==> src/design/status_defines.vh <==
// Purpose: shared constants of the standard event status block
// Assumes: 16-bit status registers, one clock domain
// Notes:   bit positions of the event latch and the status byte
`ifndef STATUS_DEFINES_VH
`define STATUS_DEFINES_VH

`define REG_WIDTH        16
`define REG_ZERO         16'h0000
`define EV_OP_DONE       0
`define EV_REQ_CTRL      1
`define EV_QUERY_ERR     2
`define EV_DEVICE_ERR    3
`define EV_EXEC_ERR      4
`define EV_CMD_ERR       5
`define EV_IMPL_MASK     16'h0039
`define SUMMARY_BIT_POS  5
`define STB_ZERO         8'h00

`endif

==> src/design/status_unit.v <==
// Purpose: generic 16-bit status register with enable mask and summary bit
// Assumes: conditions come from logic on the same clock
// Notes:   event bits latch rising conditions; read clears them
`timescale 1ns/1ns
`include "status_defines.vh"

module status_unit #(
  parameter WIDTH = `REG_WIDTH
) (
  input  wire             clock,
  input  wire             arst_n,
  input  wire [WIDTH-1:0] condition,
  input  wire [WIDTH-1:0] enable_value,
  input  wire             enable_write,
  input  wire             event_read,
  output reg  [WIDTH-1:0] event_bits,
  output reg  [WIDTH-1:0] enable_mask,
  output wire             summary
);

  reg [WIDTH-1:0] cond_prev;

  // ----------------------------------------
  // latch and mask
  // ----------------------------------------
  always @(posedge clock or negedge arst_n) begin
    if (!arst_n) begin
      cond_prev   <= {WIDTH{1'b0}};
      event_bits  <= {WIDTH{1'b0}};
      enable_mask <= {WIDTH{1'b0}};
    end else begin
      cond_prev <= condition;
      // set wins over the read clear
      event_bits <= (event_read ? {WIDTH{1'b0}} : event_bits) | (condition & ~cond_prev);
      if (enable_write) begin
        enable_mask <= enable_value;
      end
    end
  end

  assign summary = |(event_bits & enable_mask);

endmodule

==> src/design/std_event_status.v <==
// Purpose: standard event status latch, enable mask, summary and wait logic
// Assumes: one clock; event pulses come from the error/event queue logic
// Notes:   a second generic status register shows the 16-bit structure
`timescale 1ns/1ns
`include "status_defines.vh"

// Function
// - the summary bit is high whenever a latched event meets a set enable bit.
// - the enable mask is all zeros after power up.
// - reading the event latch returns its contents and clears it.
// - bit 0 sets only once the completion command is seen and nothing is pending.
// - bit 1 always reads zero.
// - bit 3 sets on a device-specific error.
// - bit 4 sets on an out-of-range or inconsistent data element.
// - bit 5 sets on a syntax error, unknown header or trigger inside a message.
// - bits 8 to 15 always read zero.
// - after a wait command no later command runs until nothing is pending.
// - every other status register is 16 bits with one summary bit.
// - the summary bit sits at bit 5 of the status byte.
// - event bits are set only by queue events and, for bit 0, the completion logic, never by direct writes.
module std_event_status #(
  parameter WIDTH = `REG_WIDTH
) (
  input  wire             clock,
  input  wire             arst_n,
  input  wire             queue_event_valid,
  input  wire             queue_device_err,
  input  wire             queue_exec_err,
  input  wire             queue_cmd_err,
  input  wire             op_done_cmd,
  input  wire             ops_pending,
  input  wire             wait_cmd,
  input  wire             enable_write,
  input  wire [WIDTH-1:0] enable_value,
  input  wire             latch_read,
  input  wire [WIDTH-1:0] aux_condition,
  input  wire [WIDTH-1:0] aux_enable_value,
  input  wire             aux_enable_write,
  input  wire             aux_read,
  output reg  [WIDTH-1:0] latch_value,
  output reg              latch_value_valid,
  output wire [WIDTH-1:0] enable_readback,
  output wire             event_summary,
  output wire [7:0]       status_byte_part,
  output wire             exec_hold,
  output reg  [WIDTH-1:0] aux_value,
  output wire             aux_summary
);

  localparam ST_RUN  = 1'b0;
  localparam ST_WAIT = 1'b1;

  reg  [WIDTH-1:0] standard_event_latch;
  reg  [WIDTH-1:0] event_enable;
  reg              op_done_armed;
  reg              wait_state;
  reg              next_wait_state;
  reg  [WIDTH-1:0] set_bits;
  wire [WIDTH-1:0] aux_events;
  wire [WIDTH-1:0] aux_mask;

  // ----------------------------------------
  // event sources
  // ----------------------------------------
  always @* begin
    set_bits = `REG_ZERO;
    set_bits[`EV_OP_DONE] = op_done_armed & ~ops_pending;
    if (queue_event_valid) begin
      set_bits[`EV_DEVICE_ERR] = queue_device_err;
      set_bits[`EV_EXEC_ERR]   = queue_exec_err;
      set_bits[`EV_CMD_ERR]    = queue_cmd_err;
    end
  end

  // ----------------------------------------
  // latch, enable mask, read answer
  // ----------------------------------------
  always @(posedge clock or negedge arst_n) begin
    if (!arst_n) begin
      standard_event_latch <= `REG_ZERO;
      event_enable         <= `REG_ZERO;
      op_done_armed        <= 1'b0;
      latch_value          <= `REG_ZERO;
      latch_value_valid    <= 1'b0;
    end else begin
      if (op_done_cmd) begin
        op_done_armed <= 1'b1;
      end else if (!ops_pending) begin
        op_done_armed <= 1'b0;
      end
      standard_event_latch <= ((latch_read ? `REG_ZERO : standard_event_latch) | set_bits)
                              & `EV_IMPL_MASK;
      latch_value_valid <= latch_read;
      if (latch_read) begin
        latch_value <= standard_event_latch;
      end
      if (enable_write) begin
        event_enable <= enable_value;
      end
    end
  end

  assign enable_readback = event_enable;

  assign event_summary = |(standard_event_latch & event_enable);

  assign status_byte_part = `STB_ZERO | ({7'h00, event_summary} << `SUMMARY_BIT_POS);

  // ----------------------------------------
  // wait-to-continue
  // ----------------------------------------
  always @* begin
    case (wait_state)
      ST_RUN:  next_wait_state = wait_cmd ? ST_WAIT : ST_RUN;
      ST_WAIT: next_wait_state = ops_pending ? ST_WAIT : ST_RUN;
      default: next_wait_state = ST_RUN;
    endcase
  end

  always @(posedge clock or negedge arst_n) begin
    if (!arst_n) begin
      wait_state <= ST_RUN;
    end else begin
      wait_state <= next_wait_state;
    end
  end

  assign exec_hold = (wait_state == ST_WAIT) & ops_pending;

  // ----------------------------------------
  // generic 16-bit status register
  // ----------------------------------------
  // standard register structure
  status_unit #(
    .WIDTH (WIDTH)
  ) u_aux (
    .clock        (clock),
    .arst_n       (arst_n),
    .condition    (aux_condition),
    .enable_value (aux_enable_value),
    .enable_write (aux_enable_write),
    .event_read   (aux_read),
    .event_bits   (aux_events),
    .enable_mask  (aux_mask),
    .summary      (aux_summary)
  );

  always @(posedge clock or negedge arst_n) begin
    if (!arst_n) begin
      aux_value <= `REG_ZERO;
    end else if (aux_read) begin
      aux_value <= aux_events;
    end
  end

endmodule

==> config.mk <==
export PLATFORM = sky130hd
export DESIGN_NAME = std_event_status
export DESIGN_NICKNAME = d
export VERILOG_FILES = /design/src/design/status_unit.v /design/src/design/std_event_status.v
export VERILOG_INCLUDE_DIRS = /design/src /design/src/design
export SDC_FILE = /design/constraint.sdc
export NUM_CORES = 1
export LEC_CHECK = 0
export BUFFER_PORTS_ARGS = -buffer_cell sky130_fd_sc_hd__buf_2
export CORE_MARGIN = 8
export CORE_UTILIZATION = 50
export DETAILED_ROUTE_END_ITERATION = 8
export PLACE_DENSITY = 0.78
export SLEW_MARGIN = 20
export SYNTH_ARGS = -nofsm -noshare
export SYNTH_HDL_FRONTEND = slang
export SYNTH_SLANG_ARGS = --single-unit
==> constraint.sdc <==
create_clock -name clock -period 1.7 [get_ports clock]
set_input_delay 0.17 -clock clock [delete_from_list [all_inputs] [get_ports clock]]
set_output_delay 0.17 -clock clock [all_outputs]
set_load 0.005 [all_outputs]
After elaboration in Yosys (flattened, before gate mapping)
Cells that the tools add are included.
{ "word_totals": {"regBits": 91, "input_bits": 61} }
{ "op_classes": {"eq_ne": 1, "muxes": 8, "bitwise_logic": 10, "n_reduce_logical": 2} }
{ "ops": {"columns": ["cell", "n"], "rows": [
  ["$and A16 B16 Y16", 2],
  ["$reduce_or A16 Y1", 2],
  ["$and A6 B16 Y16", 1],
  ["$mux W16", 1],
  ["$not A16 Y16", 1],
  ["$or A16 B16 Y16", 1],
  ["$mux W6", 1],
  ["$or A6 B6 Y6", 1],
  ["$mux W1", 4],
  ["$mux W3", 1],
  ["$and A1 B1 Y1", 2],
  ["$ne A2 B2 Y1 const B", 1],
  ["$not A1 Y1", 2],
  ["$pmux W1 S2", 1]
]} }

Depth between registers and ports, before layout
Gate-level depths: netlist (run 1).
{ "depth": {"depth_word": 3, "ltp_mapped": 3, "mapped_depth_nobuf": 3} }

Modules after synthesis
From an unflattened synthesis (run 1), not the netlist that was laid out.
{ "hier_totals": {"cells_unflattened": 248, "area_unflattened_um2": 3629.7} }
{ "modules_own_cells": {"columns": ["mod", "instances", "cells_per_inst", "area_per_inst_um2"], "rows": [
  ["std_event_status", 1, 123, 1873.0],
  ["status_unit", 1, 125, 1756.7]
]} }

Worst setup path before layout (run 1)
No wires, ideal clock.
{ "synth_path": {"path_type": "reg-to-output", "startpoint": "register u_aux.enable_mask[5]", "endpoint": "output aux_summary", "arrival_time_ns": 0.897, "required_ns": 1.530, "setup_slack_ns": 0.633, "path_stages_with_launch": 4, "path_cell_list": "dfrtp_1 -> a22o_1 -> a221oi_1 -> nand4_1"} }
{ "synth_via": {"elab_chain_len": 2} }
{ "synth_lines": {"columns": ["item", "line", "text"], "rows": [
  ["from (decl)", "status_unit.v:17", "output reg [WIDTH-1:0] enable_mask,"],
  ["from (signal assigned)", "status_unit.v:30", "enable_mask <= {WIDTH{1'b0}};"],
  ["from (signal assigned)", "status_unit.v:36", "enable_mask <= enable_value;"],
  ["$and A16 B16 Y16", "status_unit.v:41", "assign summary = |(event_bits & enable_mask);"],
  ["$reduce_or A16 Y1", "status_unit.v:41", null],
  ["to (decl)", "std_event_status.v:47", "output wire aux_summary"]
]} }
Every way passes these cells.

Worst setup path in the final report (run 1)
Same ends and word-level chain as after synthesis.

==> flow_summary_export.csv, run 1 <==
group,metric,value,unit
run_status,status,"complete, no violations",
grt,grt.busiest_layer,"met2",
sta,setup_violations,0,
worst_setup_path,r2r_start,"u_aux.event_bits[5]",
worst_setup_path,critPathSlowestCell,"dfrtp_1",
die,num_rows,31,
worst_hold_path,hp-class,"primary input to register",
power_and_ir_drop,power.total,4.63,mW
routing,ant_nets,0,
worst_setup_path,r2r_slack,0.81,ns
sta,finalHoldWorstSlack,0.0369,ns
worst_setup_path,reg2reg_to,"aux_value[5]",
routing,wire_per_inst,15.5,um
power_and_ir_drop,p_leak,2.37,nW
power_and_ir_drop,ir_drop,0.542,mV
worst_hold_path,min-delay-start,"queue_cmd_err",
die,core_area,0.00718,mm^2
synth,async_flop_share,1.00,
power_and_ir_drop,power_density,1020,mW/mm^2
clock_tree,htreeDepth,3,
synth,synth_edf_count,0,
grt,grtUsageMet1,0.183,
place,place.gp.congestion,0.814,
synth,synth_cell_type_count,18,
clock_tree,clock-sinks,91,
worst_setup_path,r2r_cells,2,
worst_hold_path,min_path_cells,3,
routing,wl,7390,um
place,hpwl,5410,um
clock_tree,clock-root-buffer,"clkbuf_8",
final_layout,seq_area,0.00228,mm^2
clock_tree,path_clk_slew,0.09,ns
routing,drt_pass1_iterations,6,
worst_setup_path,cp_max_fo,2,
die,start_util,0.509,
grt,grt_max_degree,40,
final_layout,drive_above_1_share,0.474,
grt,grt_pass1_vias,2591,
synth,synth_area,0.00365,mm^2
clock_tree,clock_path_buffers,2,
worst_hold_path,hold_end,"standard_event_latch[5]",
final_layout,syn_to_final_growth,25.1,%
routing,vias_per_cell,4.62,
sta,fin_crit,1.64,ns
synth,ys_seq_area_frac,0.624,
synth,synth_warnings,0,
synth,ys_seq_elements,91,
sta,clock_skew,0.00820,ns
clock_tree,clkLatencyLatePin,0.34,ns
final_layout,multi_input_area,0.00106,mm^2
worst_setup_path,endpoint_kind,"primary output",
flow_run,maxCapViolCount,0,
sta,slew_violations,0,
die,die_area,0.0103,mm^2
synth,synth_area_per_cell,14.7,um^2
final_layout,layout.nets,434,
grt,met2_usage,0.254,
routing,num_vias,2204,
final_layout,nFillCells,547,
routing,post-route-drc-count,0,
sta,rsz0062_at_grt,"yes",
clock_tree,numCtsBuffers,9,
final_layout,diodes,0,
worst_setup_path,worstSetupStartpointType,"register",
worst_setup_path,cp.required,1.53,ns
die,ios,121,
die,fp.dieH,101,um
routing,drt-initial-drc-count,39,
grt,antenna_found_initial,0,
grt,grt_overflow_total,0,
grt,gr-usage-all-layers,0.155,
grt,grt_pass1_wl,12400,um
synth,synthCells,248,
grt,grt_util_met3,0.0660,
worst_setup_path,crit_arrival,1.47,ns
clock_tree,cts_tree,"yes",
synth,synth-main-ff-cell,"dfrtp_1",
place,port_buffers,101,
die,fp.dieW,101,um
worst_setup_path,crit_chain,"a22o_1, a221oi_2, nand4_1, buf_2",
sta,finalCritPeriodShare,0.964,
sta,final-hold-violation-count,0,
worst_setup_path,max_stage_delay,0.39,ns
worst_setup_path,path_class,"register to primary output",
sta,max_freq,610,MHz
[cells in the final DEF (no fill, tap or decap)]
master         netlist  routed
a21o_1               1       1
a221oi_2             0       4
a22o_1               4       4
a22oi_1              2       2
and2_1               1       1
buf_12               3       2
buf_2                2     100
buf_4               20       4
bufinv_16            0       1
clkbuf_8             0      10
clkinv_2             0       2
clkinv_4             0       2
clkinvlp_4           0       1
conb_1               1      19
dfrtp_1             91      91
dlygate4sd3_1        0      19
inv_1               37      37
mux2_2              19      19
mux2_4              34      34
nand2_1              4       4
nand4_1              1       1
o21ai_0              3       3
o22ai_1             17      17
[final cells by class]
class | instances | share of cell area
Timing Repair Buffer | 125 | 0.167
Tap cell | 99 | 0.0271
Inverter | 37 | 0.0304
Multi-Input combinational cell | 109 | 0.233
Clock buffer | 10 | 0.0301
Sequential cell | 91 | 0.499
Clock inverter | 6 | 0.0143
[cell families after synthesis]
kind of cell	count (synthesis)	share of synthesized area
other	1	0.00103
AO/OA/AOI/OAI	31	0.0586
AND/OR/NAND/NOR	6	0.00754
multiplexers	53	0.198
flip-flops	91	0.624
buffers and inverters	66	0.111
[worst max-delay path by stage]
stage,cells past startpoint,slack (ns),end,startpoint
2_1_floorplan,3,0.63,aux_summary,u_aux.enable_mask[5]
3_3_place_gp,4,0.34,aux_summary,u_aux.enable_mask[4]
3_5_place_dp,4,0.35,aux_summary,u_aux.event_bits[5]
4_1_cts,4,0.008,aux_summary,u_aux.enable_mask[0]
5_1_grt,4,-0.02,aux_summary,u_aux.enable_mask[4]
6_report,4,0.06,aux_summary,u_aux.enable_mask[5]
[Yosys cell counts, types with 2 or more instances]
library cell  number  share of area
inv_1             37          0.038
o21ai_0            3         0.0041
a221oi_1           4         0.0096
mux2_2            19          0.059
buf_2              2         0.0027
mux2_4            34           0.14
a22oi_1            2         0.0041
dfrtp_1           91           0.62
buf_6              4          0.012
buf_12             3          0.016
buf_4             20          0.041
a22o_1             4         0.0096
nand2_1            4         0.0041
o22ai_1           17          0.029
[critical path: cells and delay by family, from the launching register on]
kind                   cells  cell delay, ns
buffers and inverters      1            0.15
DFF                        1            0.39
AOI/OAI and AO/OA          2            0.45
and+or+nand+nor            1            0.13
[layer usage]
layer / up-vias / routed length, um / share of wire
li1: 1038 / - / -
met1: 1074 / 3270 / 0.44
met2: 86 / 3490 / 0.47
met3: 6 / 577 / 0.078
met4: 0 / 59 / 0.0080
met5: - / 0 / 0
[timing repair]
action                     in CTS  in global routing
hold endpoints to repair       50                  0
hold buffers                   19                  0
gates resized for setup         2                  2
setup endpoints to repair       1                  1
buffers inserted                0                  2
[state kept, by name, indices dropped and copies added (netlist names)]
| name | count |
|---|---|
| latch_value_valid | 1 |
| standard_event_latch | 4 |
| u_aux.enable_mask | 16 |
| latch_value | 4 |
| u_aux.event_bits | 16 |
| enable_readback | 16 |
| op_done_armed | 1 |
| wait_state | 1 |
| aux_value | 16 |
| u_aux.cond_prev | 16 |
[per-stage QoR]
stage | utilization | instance area, um^2 | setup slack [ns] | setup TNS (ns) | instances
after CTS | 0.632 | 4540 | 0.00814 | 0 | 475
final | 0.636 | 4570 | 0.0605 | 0 | 477
after global routing | 0.636 | 4570 | -0.0195 | -0.0195 | 477
after floorplan | - | 3720 | 0.633 | 0 | 266
after global placement | 0.576 | 4130 | 0.336 | 0 | 440
after detailed placement | 0.576 | 4130 | 0.351 | 0 | 440
[power breakdown]
group          internal [mW]  switching, mW  total (mW)
Clock                  0.720          0.736        1.46
Combinational          0.405          0.272       0.677
Sequential              2.37          0.130        2.50
Total                   3.50           1.14        4.63
No activity file was read; power rests on OpenSTA's default activity.
==> inputs of run 2 (changes only) <==
--- a/config.mk
+++ b/config.mk
@@ -7,7 +7,7 @@
 export NUM_CORES = 1
 export LEC_CHECK = 0
 export BUFFER_PORTS_ARGS = -buffer_cell sky130_fd_sc_hd__buf_2
-export CORE_MARGIN = 8
+export CORE_MARGIN = 2
 export CORE_UTILIZATION = 50
 export DETAILED_ROUTE_END_ITERATION = 8
 export PLACE_DENSITY = 0.78
==> run 2 against run 1 <==
Against the previous run:
- combinational power decreased by 3%
- design area decreased by 0.14%
- routed wire length decreased by 15%
- clock skew decreased by 0.0033 ns
- die area decreased by 22%
- core utilization decreased by 0.087 points
- critical path depth unchanged
- sequential share of layout area increased by 0.068 points
==> flow_summary_export.csv, run 2 (synthesis results as in run 1) <==
group,metric,value,unit
run_status,status,"complete, no violations",
grt,grt_pass1_vias,2138,
routing,wl,6300,um
worst_setup_path,critPathTopFamily,"compound AO/OA/AOI/OAI gates",
final_layout,syn_to_final_growth,24.9,%
sta,finalCritPeriodShare,0.965,
worst_setup_path,path_class,"register to primary output",
place,hpwl,4470,um
worst_setup_path,critPathSlowestCell,"dfrtp_1",
final_layout,mostFrequentLayoutCells,"100 x buf_2, 91 x dfrtp_1, 37 x inv_1",
place,port_buffers,101,
final_layout,final_util,0.635,
clock_tree,clock_path_buffers,2,
routing,post-route-drc-count,0,
power_and_ir_drop,p_leak,2.37,nW
clock_tree,htreeDepth,3,
routing,vias_per_cell,4.53,
die,ios,121,
die,core_area,0.00718,mm^2
die,num_rows,31,
die,die_area,0.00800,mm^2
worst_setup_path,endpoint_kind,"primary output",
final_layout,seq_area,0.00228,mm^2
die,fp.dieW,89.5,um
sta,finalHoldWorstSlack,0.0334,ns
final_layout,layout_commonest_cell,"buf_2",
die,fp.dieH,89.5,um
worst_setup_path,path_buf_inv,1,
clock_tree,numCtsBuffers,9,
grt,grt_max_degree,57,
die,start_util,0.509,
sta,slew_violations,0,
grt,antenna_found_initial,0,
routing,drt-initial-drc-count,74,
clock_tree,clock-root-buffer,"clkbuf_8",
sta,max_freq,610,MHz
worst_setup_path,max_stage_delay,0.41,ns
sta,final-hold-violation-count,0,
final_layout,nFillCells,597,
worst_setup_path,crit_cells,4,
sta,setup_violations,0,
clock_tree,clock-sinks,91,
worst_setup_path,crit_chain,"a22o_1, a221oi_2, nand4_1, buf_2",
place,dp_cells,440,
power_and_ir_drop,power_density,1010,mW/mm^2
grt,grt_pass1_wl,10000,um
sta,clock_skew,0.00486,ns
worst_hold_path,hp-class,"primary input to register",
grt,gr-usage-all-layers,0.168,
sta,rsz0062_at_grt,"yes",
sta,fin_crit,1.64,ns
worst_setup_path,cp_max_fo,3,
place,place.gp.congestion,0.864,
worst_setup_path,worstSetupStartpointType,"register",
clock_tree,clkLatencyLatePin,0.35,ns
routing,num_vias,2155,
final_layout,diodes,0,
clock_tree,cts_tree,"yes",
flow_run,maxCapViolCount,0,
final_layout,final_cells,476,
worst_setup_path,crit_arrival,1.47,ns
worst_setup_path,r2r_cells,2,
routing,ant_nets,0,
final_layout,multi_input_area,0.00106,mm^2
worst_setup_path,cp.required,1.53,ns
final_layout,layout.nets,433,
power_and_ir_drop,ir_drop,0.556,mV
clock_tree,path_clk_slew,0.08,ns
final_layout,drive_above_1_share,0.469,
grt,grt_overflow_total,0,
routing,wire_per_inst,13.2,um
worst_hold_path,min_path_cells,1,
routing,drt_pass1_iterations,4,
-- run 2: final timing paths --
kind	start	to	slack, ns
setup / recovery	u_aux.event_bits[4]	aux_summary	0.06
hold / removal	latch_read	latch_value_valid	0.03
setup reg to reg	u_aux.enable_mask[5]	u_aux.enable_mask[5]	0.83
hold reg to reg	u_aux.cond_prev[5]	u_aux.event_bits[5]	0.41
max in group asynchronous	arst_n	enable_readback[2]	0.96
min in group asynchronous	arst_n	aux_value[13]	0.35
-- run 2: metal layers --
metal	vias up	track usage	share of wire
li1	1035	-	-
met1	1027	0.215	0.45
met2	85	0.266	0.47
met3	8	0.0637	0.076
met4	0	0.0570	0.011
met5	-	0	0
-- run 2: power by group --
part / leakage [nW] / internal, mW / switching (mW)
clock: 0.106 / 0.758 / 0.703
combinational: 1.19 / 0.402 / 0.256
sequential: 1.08 / 2.37 / 0.128
-- run 2: stage by stage --
stage                     area (um^2)  setup slack, ns  power, mW  setup TNS, ns
after floorplan                  3720            0.633       2.91              0
after global placement           4130            0.355       3.14              0
after detailed placement         4130            0.345       3.16              0
after CTS                        4550           0.0379       4.69              0
after global routing             4560          -0.0362       4.89        -0.0362
final                            4560           0.0598       4.62              0
-- run 2: what timing repair did --
action / CTS / global route
setup buffers: 0 / 1
resized for setup: 3 / 1
pin swaps: 0 / 1
endpoints found under the hold margin: 109 / 0
hold buffers: 19 / 0
setup endpoints to repair: 1 / 1
-- run 2: cell type report --
cell class | count | area share
sequential | 91 | 0.499
multi-input combinational | 109 | 0.233
timing repair buffer | 124 | 0.165
clock buffer | 12 | 0.0340
inverter | 37 | 0.0305
tap | 99 | 0.0272
clock inverter | 4 | 0.0107
-- run 2: worst register-to-register path: stages (launching register included) --
cell and delay [ns]:
dfrtp_1 0.38, buf_4 0.13, mux2_4 0.25
==> inputs of run 3 (changes only) <==
--- a/config.mk
+++ b/config.mk
@@ -10,7 +10,7 @@
 export CORE_MARGIN = 2
 export CORE_UTILIZATION = 50
 export DETAILED_ROUTE_END_ITERATION = 8
-export PLACE_DENSITY = 0.78
+export PLACE_DENSITY = 0.79
 export SLEW_MARGIN = 20
 export SYNTH_ARGS = -nofsm -noshare
 export SYNTH_HDL_FRONTEND = slang
==> run 3 against run 2 <==
Against the previous run:
- worst setup slack got worse by 0.034 ns
- clock power is 8% lower
- largest cell class unchanged
- clock skew up 0.0038 ns
- sequential power is essentially flat
- hold slack got worse by 0.019 ns
- fmax is 2.0% lower
- register-to-register slack hardly changed
- largest power group unchanged
- total power fell by 2.3%
- first-iteration DRC count increased by 36%
- routed wire length up 4.5%
- cell count decreased by 0.63%
- critical path type unchanged
- combinational power is essentially flat
==> flow_summary_export.csv, run 3 (synthesis results as in run 1) <==
group,metric,value,unit
die,start_util,0.509,
place,hpwl,4530,um
power_and_ir_drop,power_density,999,mW/mm^2
sta,final-hold-violation-count,0,
worst_setup_path,worstSetupStartpointType,"register",
sta,max_freq,597,MHz
routing,vias_per_cell,4.57,
clock_tree,clock_path_buffers,2,
sta,setup_ws,0.0259,ns
worst_hold_path,hp-class,"primary input to register",
die,ios,121,
run_status,status,"complete, no violations",
grt,grt_max_degree,92,
place,place.gp.congestion,0.822,
worst_setup_path,endpoint_kind,"primary output",
die,die_area,0.00800,mm^2
sta,finalSetupTns,0,ns
clock_tree,cts_tree,"yes",
final_layout,mostFrequentLayoutCells,"100 x buf_2, 91 x dfrtp_1, 37 x inv_1",
worst_setup_path,cp_max_fo,3,
clock_tree,clock-root-buffer,"clkbuf_8",
clock_tree,clock-sinks,91,
routing,drt_pass1_iterations,4,
routing,num_vias,2163,
routing,wl,6580,um
final_layout,seq_area,0.00228,mm^2
final_layout,syn_to_final_growth,23.6,%
routing,post-route-drc-count,0,
place,place_ws,0.314,ns
die,fp.dieW,89.5,um
die,num_rows,31,
final_layout,layout_commonest_cell,"buf_2",
sta,slew_violations,0,
worst_setup_path,max_stage_delay,0.41,ns
grt,grt_pass1_vias,2159,
sta,setup_violations,0,
worst_setup_path,critPathSlowestCell,"dfrtp_1",
flow_run,maxCapViolCount,0,
routing,dr_wl_met3,405,um
worst_setup_path,crit_arrival,1.50,ns
sta,finalCritPeriodShare,0.985,
grt,grt_overflow_total,0,
power_and_ir_drop,ir_drop,0.396,mV
place,dp_cells,439,
clock_tree,htreeDepth,3,
grt,gr-usage-all-layers,0.170,
routing,maxUsedRoutingLayer,"met4",
place,port_buffers,101,
power_and_ir_drop,p_leak,2.35,nW
worst_setup_path,critPathTopFamily,"compound AO/OA/AOI/OAI gates",
final_layout,diodes,0,
worst_setup_path,cp.required,1.53,ns
clock_tree,numCtsBuffers,9,
grt,antenna_found_initial,0,
sta,rsz0062_at_grt,"yes",
routing,wire_per_inst,13.9,um
worst_setup_path,path_buf_inv,1,
clock_tree,clkLatencyLatePin,0.34,ns
die,core_area,0.00718,mm^2
final_layout,multi_input_area,0.00106,mm^2
final_layout,nFillCells,578,
final_layout,drive_above_1_share,0.473,
routing,wl_met1,2930,um
worst_setup_path,path_class,"register to primary output",
final_layout,stdcell_area,0.00451,mm^2
routing,drt-initial-drc-count,101,
sta,clock_skew,0.00869,ns
clock_tree,path_clk_slew,0.09,ns
routing,route.met2.wl,3160,um
routing,ant_nets,0,
worst_setup_path,crit_chain,"a22o_1, a221oi_2, nand4_1, buf_2",
place,placed_cell_area,0.00413,mm^2
final_layout,final_cells,473,
sta,fin_crit,1.67,ns
sta,finalHoldWorstSlack,0.0141,ns
final_layout,layout.nets,430,
grt,grt_pass1_wl,10300,um
die,fp.dieH,89.5,um
[run 3: changes by cell type in the layout (fill, tap and decap cells not counted)]
cell / before / now
clkbuf_1: 1 / 0
dlygate4sd3_1: 19 / 17
clkinv_4: 1 / 0
inv_6: 0 / 2
bufinv_16: 1 / 0
buf_4: 3 / 2
clkinvlp_4: 0 / 1
[run 3: power by group]
part           internal (mW)  switching [mW]  total, mW
logic                  0.397           0.261      0.659
registers               2.37           0.132       2.50
clock network          0.617           0.730       1.35
total                   3.39            1.12       4.51
[run 3: timing repair]
action | CTS | global route
hold endpoints to repair | 107 | 0
hold buffers | 17 | 0
setup buffers | 0 | 1
pin swaps | 0 | 2
endpoints found under the setup margin | 1 | 1
resized for setup | 3 | 1
[run 3: final cells by class]
class                           instances  area share
Sequential cell                        91       0.504
Multi-Input combinational cell        109       0.235
Timing Repair Buffer                  121       0.161
Clock buffer                           11      0.0335
Inverter                               37      0.0308
Tap cell                               99      0.0274
Clock inverter                          5     0.00776
[run 3: worst paths after layout]
path | from | endpoint | slack [ns] | cells after the start
min in group asynchronous | arst_n | aux_value[13] | 0.39 | 3
worst max register to register | u_aux.event_bits[5] | aux_value[5] | 0.82 | 2
max in group asynchronous | arst_n | aux_value[12] | 0.92 | 3
worst min-delay path | op_done_cmd | op_done_armed | 0.01 | 2
worst min register to register | u_aux.cond_prev[11] | u_aux.event_bits[11] | 0.41 | 1
worst max-delay path | u_aux.event_bits[11] | aux_summary | 0.03 | 4
[run 3: layer usage]
layer | vias up | track usage
met5 | - | 0
met2 | 85 | 0.271
met3 | 8 | 0.0351
li1 | 1034 | -
met1 | 1036 | 0.228
met4 | 0 | 0.0692
[run 3: worst reg2reg max path: stages, from the launching register on]
cell and delay, ns:
dfrtp_1 0.39, buf_4 0.13, mux2_4 0.25
[run 3: metrics by stage]
stage	util	total power, mW
6_report	0.629	4.51
5_1_grt	0.629	4.76
4_1_cts	0.627	4.56
3_5_place_dp	0.575	3.17
3_3_place_gp	0.575	3.14
2_1_floorplan	-	2.91
